## src/verilog/cms_pkg.sv

```systemverilog
/*
 * Shared constants and carriers for the contact monitor supervisor.
 * Assumes a 40 MHz system clock; the SPI shifter lives outside this block.
 */

`default_nettype none

package cms_pkg;

   localparam int CLK_HZ          = 40_000_000;
   localparam int CLK_PER_US      = CLK_HZ / 1_000_000;
   // Regulator startup, typical
   localparam int RAIL_START_US   = 1000;
   localparam int RAIL_START_CYC  = CLK_PER_US * RAIL_START_US;
   // Reset pulse width for the default timing capacitor
   localparam int RST_PULSE_US    = 2000;
   localparam int RST_PULSE_CYC   = CLK_PER_US * RST_PULSE_US;
   localparam int WD_FIRST_MULT   = 4;
   localparam int WD_SECOND_MULT  = 8;
   // Scan mode sampling window and period
   localparam int SCAN_PERIOD_US  = 50000;
   localparam int SCAN_PERIOD_CYC = CLK_PER_US * SCAN_PERIOD_US;
   localparam int SCAN_ON_US      = 50;
   localparam int SCAN_ON_CYC     = CLK_PER_US * SCAN_ON_US;
   localparam int CNT_W           = 24;

   localparam logic [2:0]  SCAN_NORMAL     = 3'h0;
   localparam logic [2:0]  SCAN_FIXED_HYSTERESIS_SET_PIN = 3'h6;
   localparam logic [15:0] CMD_RESET       = 16'h0000;
   localparam logic [6:0]  STATUS_LOW_ZERO = 7'h00;

   typedef enum logic [2:0] {
      CMS_MODE_NORMAL = 3'b001,
      CMS_MODE_SCAN   = 3'b010,
      CMS_MODE_SHUT   = 3'b100
   } cms_mode_e;

   typedef enum logic [1:0] {
      CMS_REG_OFF = 2'b01,
      CMS_REG_ON  = 2'b10
   } cms_reg_e;

   // Command word, msb first: spare, scan cfg, path disable, polarity, masks
   typedef struct packed {
      logic [1:0] spare;
      logic [2:0] scan_config_field;
      logic       direct_path_disable;
      logic       pair67_polarity_sel;
      logic       pair45_polarity_sel;
      logic [7:0] alert_mask_bits;
   } cms_cmd_s;

   typedef struct packed {
      cms_cmd_s               cmd;
      cms_mode_e              mode;
      cms_reg_e               reg_st;
      logic [7:0]             contact_state_bits;
      logic                   alert;
      logic                   alert_n;
      logic [CNT_W-1:0]       wd_cnt;
      logic                   kick_q;
      logic [CNT_W-1:0]       rst_cnt;
      logic                   rst_n;
      logic                   uv_q;
      logic [CNT_W-1:0]       rail_cnt;
      logic                   rail_ready;
      logic [CNT_W-1:0]       scan_cnt;
      logic [7:0]             sense_en;
      logic [3:0]             bat_pol;
      logic                   hysteresis_set_pin_adj;
      logic                   pt0;
      logic                   pt1;
      logic                   pt_oe_n;
   } cms_state_s;

endpackage

`default_nettype wire

```

## src/verilog/cms_supervisor.sv

```systemverilog
/*
 * Contact monitor supervisor: modes, regulator wake/hold, staged watchdog,
 * undervoltage reset, alert masking, polarity grouping, pass-through.
 * Assumes debounced contact levels, a comparator bit for the rail sample,
 * and strobes from an external SPI shifter (chip-select fall, word load).
 */

`timescale 1ns/100ps
`default_nettype none

module cms_supervisor #(
   parameter int RST_PULSE_CYCLES  = cms_pkg::RST_PULSE_CYC,
   parameter int RAIL_START_CYCLES = cms_pkg::RAIL_START_CYC,
   parameter int SCAN_PERIOD_CYCLES = cms_pkg::SCAN_PERIOD_CYC,
   parameter int SCAN_ON_CYCLES    = cms_pkg::SCAN_ON_CYC
) (
   input  wire logic        sys_clk_in,                 // 40 MHz clock
   input  wire logic        srst_in,                    // Sync reset, high
   input  wire logic        shutdown_n_in,              // Low selects shutdown
   input  wire logic [7:0]  contact_inputs_in,          // Debounced contact levels
   input  wire logic        watchdog_kick_in,           // Kick, either edge
   input  wire logic        regulator_wake_n_in,        // Wake line, low wakes
   input  wire logic        regulator_hold_n_in,        // Hold line, high keeps on
   input  wire logic        undervoltage_sense_in,      // High: sample below ref
   input  wire logic        spi_cs_fall_in,             // Pulse on select fall
   input  wire logic        cmd_load_in,                // Pulse on select rise
   input  wire logic [15:0] cmd_word_in,                // Shifted command word
   output logic [15:0]      status_word_out,            // Status word to shifter
   output logic [7:0]       contact_state_bits_out,     // Contact status bits
   output logic [15:0]      command_word_out,           // Current command word
   output logic             alert_n_out,                // Alert pin level
   output logic             alert_oe_n_out,             // Low while pulling alert
   output logic             reset_n_out,                // Reset pin level
   output logic             reset_oe_n_out,             // Low while pulling reset
   output logic             regulator_on_out,           // Regulator enable
   output logic             rail_ready_out,             // Rail up after startup
   output logic             passthrough_out0,           // Level-shifted input 0
   output logic             passthrough_out1,           // Level-shifted input 1
   output logic             passthrough_oe_n_out,       // Low while pass-through drives
   output logic [7:0]       sense_enable_out,           // Sense resistor per input
   output logic [3:0]       battery_polarity_out,       // Inputs 4-7 battery sensing
   output logic             hysteresis_adjust_en_out,   // Adjustable hysteresis on
   output logic [2:0]       mode_out                    // One-hot operating mode
);

   localparam int W = cms_pkg::CNT_W;
   localparam logic [W-1:0] RST_LEN   = W'(RST_PULSE_CYCLES);
   localparam logic [W-1:0] WD_FIRST  = W'(cms_pkg::WD_FIRST_MULT * RST_PULSE_CYCLES);
   localparam logic [W-1:0] WD_SECOND = W'(cms_pkg::WD_SECOND_MULT * RST_PULSE_CYCLES);
   localparam logic [W-1:0] RAIL_LEN  = W'(RAIL_START_CYCLES);
   localparam logic [W-1:0] SCAN_PER  = W'(SCAN_PERIOD_CYCLES);
   localparam logic [W-1:0] SCAN_ON   = W'(SCAN_ON_CYCLES);
   localparam logic [W-1:0] ONE       = W'(1);

   cms_pkg::cms_state_s q;
   cms_pkg::cms_state_s d;

   logic       pt_act;
   logic       kick_edge;
   logic       sensing;
   logic [7:0] upd;
   logic [7:0] changed;

   ////////////////////////////////////////////////////////////////////////
   // Next state

   always_comb
   begin
      d         = q;
      pt_act    = (q.mode == cms_pkg::CMS_MODE_NORMAL) && !q.cmd.direct_path_disable;
      kick_edge = watchdog_kick_in != q.kick_q;
      sensing   = (q.mode == cms_pkg::CMS_MODE_NORMAL)
                  || ((q.mode == cms_pkg::CMS_MODE_SCAN) && (q.scan_cnt < SCAN_ON));
      upd       = sensing ? 8'hFF : 8'h00;
      upd[1:0]  = pt_act ? 2'b00 : upd[1:0];
      changed   = upd & (contact_inputs_in ^ q.contact_state_bits);

      if (cmd_load_in)
      begin
         d.cmd = cms_pkg::cms_cmd_s'(cmd_word_in);
      end

      if (!shutdown_n_in)
      begin
         d.mode = cms_pkg::CMS_MODE_SHUT;
      end
      else if (q.cmd.scan_config_field != cms_pkg::SCAN_NORMAL)
      begin
         d.mode = cms_pkg::CMS_MODE_SCAN;
      end
      else
      begin
         d.mode = cms_pkg::CMS_MODE_NORMAL;
      end

      // Scan window timer
      d.scan_cnt = (q.scan_cnt >= SCAN_PER - ONE) ? '0 : q.scan_cnt + ONE;

      d.contact_state_bits = (contact_inputs_in & upd)
                             | (q.contact_state_bits & ~upd);

      // Sense resistors, polarity and hysteresis
      d.sense_en      = upd;
      d.bat_pol       = {{2{q.cmd.pair67_polarity_sel}},
                         {2{q.cmd.pair45_polarity_sel}}};
      d.hysteresis_set_pin_adj      = (q.mode == cms_pkg::CMS_MODE_NORMAL)
                        && (q.cmd.scan_config_field != cms_pkg::SCAN_FIXED_HYSTERESIS_SET_PIN);

      // Pass-through of inputs 0 and 1
      d.pt0     = pt_act ? contact_inputs_in[0] : 1'b1;
      d.pt1     = pt_act ? contact_inputs_in[1] : 1'b1;
      d.pt_oe_n = !pt_act;

      // Watchdog
      d.kick_q = watchdog_kick_in;
      if (kick_edge)
      begin
         d.wd_cnt = '0;
      end
      else if (q.wd_cnt >= WD_SECOND - ONE)
      begin
         d.wd_cnt = '0;
      end
      else
      begin
         d.wd_cnt = q.wd_cnt + ONE;
      end

      // Alert: select fall clears, events win over the clear
      if (spi_cs_fall_in)
      begin
         d.alert = 1'b0;
      end
      if (|(changed & ~q.cmd.alert_mask_bits))
      begin
         d.alert = 1'b1;
      end
      if (!kick_edge && (q.wd_cnt == WD_FIRST - ONE))
      begin
         d.alert = 1'b1;
      end
      if (!kick_edge && (q.wd_cnt >= WD_SECOND - ONE))
      begin
         d.alert = 1'b0;
      end
      d.alert_n = !d.alert;

      // Reset pulse
      d.uv_q = undervoltage_sense_in;
      if ((!kick_edge && (q.wd_cnt >= WD_SECOND - ONE))
          || (undervoltage_sense_in && !q.uv_q))
      begin
         d.rst_cnt = RST_LEN;
      end
      else if (q.rst_cnt != '0)
      begin
         d.rst_cnt = q.rst_cnt - ONE;
      end
      d.rst_n = d.rst_cnt == '0;

      // Regulator
      case (q.reg_st)
         cms_pkg::CMS_REG_OFF:
         begin
            if (!regulator_wake_n_in && shutdown_n_in)
            begin
               d.reg_st = cms_pkg::CMS_REG_ON;
            end
         end
         cms_pkg::CMS_REG_ON:
         begin
            if (!shutdown_n_in)
            begin
               d.reg_st = cms_pkg::CMS_REG_OFF;
            end
            else if (regulator_wake_n_in && !regulator_hold_n_in)
            begin
               d.reg_st = cms_pkg::CMS_REG_OFF;
            end
         end
         default:
         begin
            d.reg_st = cms_pkg::CMS_REG_OFF;
         end
      endcase

      if (q.reg_st != cms_pkg::CMS_REG_ON)
      begin
         d.rail_cnt   = '0;
         d.rail_ready = 1'b0;
      end
      else if (q.rail_cnt < RAIL_LEN - ONE)
      begin
         d.rail_cnt = q.rail_cnt + ONE;
      end
      else
      begin
         d.rail_ready = 1'b1;
      end
   end

   ////////////////////////////////////////////////////////////////////////
   // State register

   always_ff @(posedge sys_clk_in)
   begin
      if (srst_in)
      begin
         q          <= '0;
         q.cmd      <= cms_pkg::cms_cmd_s'(cms_pkg::CMD_RESET);
         q.mode     <= cms_pkg::CMS_MODE_NORMAL;
         q.reg_st   <= cms_pkg::CMS_REG_OFF;
         q.hysteresis_set_pin_adj <= 1'b1;
         q.pt0      <= 1'b1;
         q.pt1      <= 1'b1;
         q.pt_oe_n  <= 1'b1;
         q.alert_n  <= 1'b1;
         q.rst_n    <= 1'b1;
      end
      else
      begin
         q <= d;
      end
   end

   ////////////////////////////////////////////////////////////////////////
   // Outputs

   assign status_word_out          = {q.contact_state_bits, cms_pkg::STATUS_LOW_ZERO, 1'b0};
   assign contact_state_bits_out   = q.contact_state_bits;
   assign command_word_out         = q.cmd;
   assign alert_n_out              = q.alert_n;
   assign alert_oe_n_out           = q.alert_n;
   assign reset_n_out              = q.rst_n;
   assign reset_oe_n_out           = q.rst_n;
   // One-hot state: bit 1 is the on state
   assign regulator_on_out         = q.reg_st[1];
   assign rail_ready_out           = q.rail_ready;
   assign passthrough_out0         = q.pt0;
   assign passthrough_out1         = q.pt1;
   assign passthrough_oe_n_out     = q.pt_oe_n;
   assign sense_enable_out         = q.sense_en;
   assign battery_polarity_out     = q.bat_pol;
   assign hysteresis_adjust_en_out = q.hysteresis_set_pin_adj;
   assign mode_out                 = q.mode;
endmodule // cms_supervisor

`default_nettype wire

```

## config.mk

```make
export PLATFORM = sky130hd
export DESIGN_NAME = cms_supervisor
export DESIGN_NICKNAME = d
export VERILOG_FILES = /design/src/verilog/cms_pkg.sv /design/src/verilog/cms_supervisor.sv
export SDC_FILE = /design/constraint.sdc
export NUM_CORES = 1
export LEC_CHECK = 0
export BUFFER_PORTS_ARGS = -buffer_cell sky130_fd_sc_hd__buf_2
export CAP_MARGIN = 0
export CORE_AREA = 2 2 108 151
export CTS_CLUSTER_SIZE = 20
export DETAILED_ROUTE_END_ITERATION = 6
export DIE_AREA = 0 0 110 153
export PLACE_DENSITY = 0.72
export SETUP_SLACK_MARGIN = 0.3
export SYNTH_ARGS = -nofsm -noshare
export SYNTH_HDL_FRONTEND = slang
export SYNTH_SLANG_ARGS = --single-unit
```

## constraint.sdc

```tcl
create_clock -name sys_clk_in -period 5.76 [get_ports sys_clk_in]
set_input_delay 0.288 -clock sys_clk_in [delete_from_list [all_inputs] [get_ports sys_clk_in]]
set_output_delay 0.288 -clock sys_clk_in [all_outputs]
set_load 0.02 [all_outputs]
```

== Yosys cells after proc, flatten, opt, wreduce, memory -nomap -nowiden ==
Cells that the tools add are included.

* Flip-flop bits (word level): 146
* Input port bits: 33
* Word-level logic and storage cells: 95

* Add/sub/neg operators: 4
* Order comparisons: 4
* Equality and inequality tests: 10
* Multiplexer cells: 14
* Bitwise gates (word level): 10
* Reductions and logical operators: 27

{| class="wikitable"
|+ Operators by type and width
! cell !! count
|-
| adder 24 x 1 -> 24 bit, second input constant || 3
|-
| two-way mux 24 bit || 2
|-
| AND 8 bit || 4
|-
| equality test 24 x 19 -> 1 bit, second input constant || 1
|-
| >= comparator 24 x 20 -> 1 bit, second input constant || 1
|-
| >= comparator 24 x 21 -> 1 bit, second input constant || 1
|-
| logical NOT 24 bit || 1
|-
| less-than comparator 24 x 11 -> 1 bit, second input constant || 1
|-
| less-than comparator 24 x 16 -> 1 bit, second input constant || 1
|-
| nonzero test 24 bit || 1
|-
| subtractor 24 x 1 -> 24 bit, second input constant || 1
|-
| NOT 8 bit || 2
|-
| two-way mux 2 bit || 5
|-
| logical AND 1 bit || 8
|-
| two-way mux 8 bit || 1
|-
| bitwise OR 8 bit || 1
|-
| OR reduction 2 bit || 4
|-
| OR reduction 8 bit || 1
|-
| XOR 8 bit || 1
|-
| logical NOT 1 bit || 7
|-
| != test 3 bit, second input constant || 2
|-
| two-way mux 1 bit || 4
|-
| != test 2 bit, second input constant || 2
|-
| case mux 2 bit (2 select lines) || 1
|-
| other kinds (11) || 13
|}

== Logic depth before layout (Yosys ltp) ==
* Depth after elaboration: 12
* Mapped depth: 8
* Depth with buffers taken out: 8

== Worst setup path before layout ==
No wires, ideal clock.

* Path type: reg-to-reg
* From: reg q[67] in the netlist's numbering
* To: reg q (netlist bit reset_n_out)
* Library setup time: 0.096 ns
* Arrival time: 2.191 ns
* Data required time: 5.664 ns
* Path slack: 3.474 ns
* Stages on the path, launching flop included: 9
* Buffers on the path: 0
* Period minus slack after synthesis: 2.286 ns
* Path through: dfxtp_1 inv_1 ha_1 or3b_2 nor4_4 a21boi_2 a2111oi_4 nand4_1 o41ai_2

* Cells in the longest elaborated chain, start to end: 4

{| class="wikitable"
|+ Ends and longest elaborated chain
! element !! RTL line !! RTL
|-
| start, declared || cms_supervisor.sv:55 || <nowiki>cms_pkg::cms_state_s q;</nowiki>
|-
| subtractor 24 x 1 -> 24 bit / nonzero test 24 bit (equally long branches) || cms_supervisor.sv:157, cms_supervisor.sv:155 ||
|-
| two-way mux 24 bit * || cms_supervisor.sv:155 || <nowiki>else if (q.rst_cnt != '0)</nowiki>
|-
| two-way mux 24 bit * || cms_supervisor.sv:150 || <nowiki>if ((!kick_edge && (q.wd_cnt >= WD_SECOND - ONE))</nowiki>
|-
| logical NOT 24 bit * || cms_supervisor.sv:159 || <nowiki>d.rst_n = d.rst_cnt == '0;</nowiki>
|}

Mark *: on every way between the ends. The rest lies on a longest branch, timed or not.
A chain may end at the register's enable or synchronous reset.

== Worst setup path in the final report ==
Same ends and word-level chain as after synthesis.

==> qor.csv <==
metric,value,unit
clock tree buffer depth,2,
area delta synth->final,13.7,%
M3 GR Usage,3.97,%
status,finished clean,
"critical path, cell by cell",inv_1 -> ha_1 -> nor3b_1 -> nand4_1 -> a2111oi_4 -> nand4_1 -> o41ai_2,
dominant synthesized flop cell,dfxtp_1,
CTS tree,built,
first-pass GRT wire length,22.8,mm
Final Max Slew Viols,0,
Peak Freq,382,MHz
GRT met1 Usage,19.6,%
Syn Inst Count,707,
GPL Wtd Cong,0.941,
#FFs+latches synth,139,
Netlist Area Pre-Place,6380,um2
Fin. Hold Viols,0,
Mapped Avg Cell Area,9.03,um2
Pre-antenna DRT Iters,5,
fraction of layout cells with a size suffix above 1,17.8,%
CP Data Arrival Time,2940,ps
worst-margin pin slew,915,ps
Core Box Area,15500,um2
WHS Path Cells,2,
CP Max Fanout,7,
Routed WL per cell,14.3,um
# rows,54,
dpl cells,930,
CTS Sinks,139,
pwr/cell area,340,nW/um2
WHS,52.0,ps
R2R cell count,7,
Starting Density,41.3,%
final setup vio count,0,
IO buf count,89,
DIE AREA,16800,um2
post-CTS setup buffers,0,
vias per cell,5.21,
DP Wirelength,9.87,mm
VDD IR max,0.217,mV
critical path's slowest cell,nor3b_1,
largest net degree at the start of global routing,43,
min-delay worst type,input pin to register,
Final Non-Filler Cells,962,
Nets,791,
skew final,10.0,ps
GRT met2 Usage,29.4,%
Die W,110,um
register area share after synthesis,43.6,%
Required @ worst endpoint,6090,ps
WS Path Type,register to register,
Routed WL,13.7,mm
RSZ-0062 raised after global routing,false,
Slew Limit Headroom,38.7,%
clock latency at the later pin of the worst-skew pair,420,ps
ANT nets after route,0,
setup_tns,0,ps
Total GRT Usage,17.3,%
# DRC,0,
minimum clock period,2620,ps
Async SR Flop Fraction,0,%
Buf/Inv on CP,1,
io pins,98,
Post-synth EDFFs,0,
WP depth,7,
Yosys Warn Count,0,
initial DRC count,274,
Num CTS Buffers,17,
via count,5009,
post-CTS sizing,0,
hold buffers post-CTS,0,
Crit. End Element,register,
DIE HEIGHT,153,um
initial antenna violation count,0,
max-cap violations,0,
Worst setup SP type,register,
ant diodes,0,
CP top delay family,simple AND/OR/NAND/NOR gates,
fin crit share,45.4,%
most used routing layer,met2,
level count of the clock H-tree,4,
cell repeated most along the worst path,nand4_1,
vias in the first global route,4838,
synth unique cells,63,
LEAKAGE,2.89,nW
GR Overflow Total,0,
CP peak stage delay,520,ps
root buffer cell,clkbuf_16,
Clock Pin Slew Worst Setup and Hold Paths,60,ps
## cell type report
type                       instances  area (um2)
fill                            1465        8210
tap                              196         245
clock buffer                      23         468
sequential                       139        2780
multi-input combinational        491        3100
inverter                          13        48.8
clock inverter                     9         159
timing repair buffer              91         460
## cell usage in the layout (no fill, tap or decap), types with 3 or more instances in the layout
| cell | netlist | layout |
|---|---|---|
| nor4bb_1 | 3 | 3 |
| nor3b_1 | 3 | 3 |
| ha_1 | 5 | 5 |
| nand3_1 | 19 | 19 |
| xor2_1 | 20 | 20 |
| nand2_1 | 32 | 32 |
| nor4b_1 | 3 | 3 |
| dfxtp_1 | 139 | 139 |
| inv_1 | 13 | 13 |
| nand4_1 | 15 | 15 |
| nor2_1 | 117 | 117 |
| a21oi_1 | 23 | 23 |
| and2_1 | 7 | 7 |
| nor3_1 | 13 | 13 |
| inv_6 | 0 | 3 |
| xnor2_1 | 47 | 47 |
| or3_1 | 11 | 11 |
| or4_1 | 6 | 6 |
| nor4_1 | 14 | 14 |
| and4_1 | 6 | 6 |
| nand2b_1 | 7 | 7 |
| nor2b_1 | 5 | 5 |
| clkbuf_16 | 0 | 17 |
| a2111oi_0 | 8 | 8 |
| mux2i_1 | 27 | 27 |
| and3_1 | 22 | 22 |
| buf_2 | 3 | 89 |
| bufinv_16 | 0 | 4 |
| nand3b_1 | 3 | 3 |
| o21ai_0 | 10 | 10 |
| a211oi_1 | 5 | 5 |
| o22ai_1 | 6 | 6 |
| clkbuf_1 | 17 | 4 |
| conb_1 | 1 | 15 |
| o31ai_1 | 3 | 3 |
## where the power goes
part,switching [mW],internal (mW),total [mW],leakage [nW]
sequential,0.0357,0.995,1.03,1.13
clock,0.400,0.751,1.15,0.303
combinational,0.174,0.115,0.289,1.45
total,0.610,1.86,2.47,2.89
## metal layers
metal	part of all wire [%]	vias up
li1	-	2488
met1	42	2360
met2	51	133
met3	4.3	28
met4	3.3	0
met5	0	-
## Yosys cell counts (5+ instances only)
library cell | instances | area share (%)
a2111oi_0 | 8 | 1.1
a211oi_1 | 5 | 0.59
a21oi_1 | 23 | 1.8
and2_1 | 7 | 0.69
and3_1 | 22 | 2.2
and4_1 | 6 | 0.82
buf_4 | 57 | 6.7
clkbuf_1 | 17 | 1.0
dfxtp_1 | 139 | 44
ha_1 | 5 | 0.98
inv_1 | 13 | 0.76
mux2i_1 | 27 | 4.2
nand2_1 | 32 | 1.9
nand2b_1 | 7 | 0.69
nand3_1 | 19 | 1.5
nand4_1 | 15 | 1.5
nor2_1 | 117 | 6.9
nor2b_1 | 5 | 0.49
nor3_1 | 13 | 1.0
nor4_1 | 14 | 1.4
o21ai_0 | 10 | 0.78
o22ai_1 | 6 | 0.59
or3_1 | 11 | 1.1
or4_1 | 6 | 0.71
xnor2_1 | 47 | 6.4
xor2_1 | 20 | 2.7
## flip-flops by register name, indices dropped and copies added, names as in the netlist, named ones only
signal and count:
q 100, command_word_out 16, mode_out 3, battery_polarity_out 2, sense_enable_out 2, alert_n_out 1, hysteresis_adjust_en_out 1, passthrough_oe_n_out 1
passthrough_out0 1, passthrough_out1 1, rail_ready_out 1, regulator_on_out 1, reset_n_out 1
## through the flow
stage          worst slack, ps  util [%]  power, mW  area [um2]
6_report                  3140      46.9       2.47        7260
5_1_grt                   2900      46.9       2.57        7260
4_1_cts                   3180      46.9       2.50        7260
3_5_place_dp              3210      42.9       1.34        6630
3_3_place_gp              3270      42.9       1.34        6630
2_1_floorplan             3470         -       1.29        6440
## logic make-up after synthesis
logic type / share of synthesized area, %
compound gates: 8.39
xor+xnor: 9.19
fa+ha+maj: 0.980
buf+inv: 8.76
flops: 43.6
mux: 4.59
other cells: 0.0587
simple gates: 24.5
## path summary, 6_finish.rpt
check	from	endpoint	slack, ps
setup / recovery	q[67]$_SDFF_PP0_	reset_n_out$_SDFF_PP1_	3140
hold / removal	shutdown_n_in	mode_out[2]$_SDFF_PP0_	50
setup reg to reg	q[67]$_SDFF_PP0_	reset_n_out$_SDFF_PP1_	3140
hold reg to reg	rail_ready_out$_SDFFE_PP0P_	rail_ready_out$_SDFFE_PP0P_	440
(Power assumes the default switching activity.)
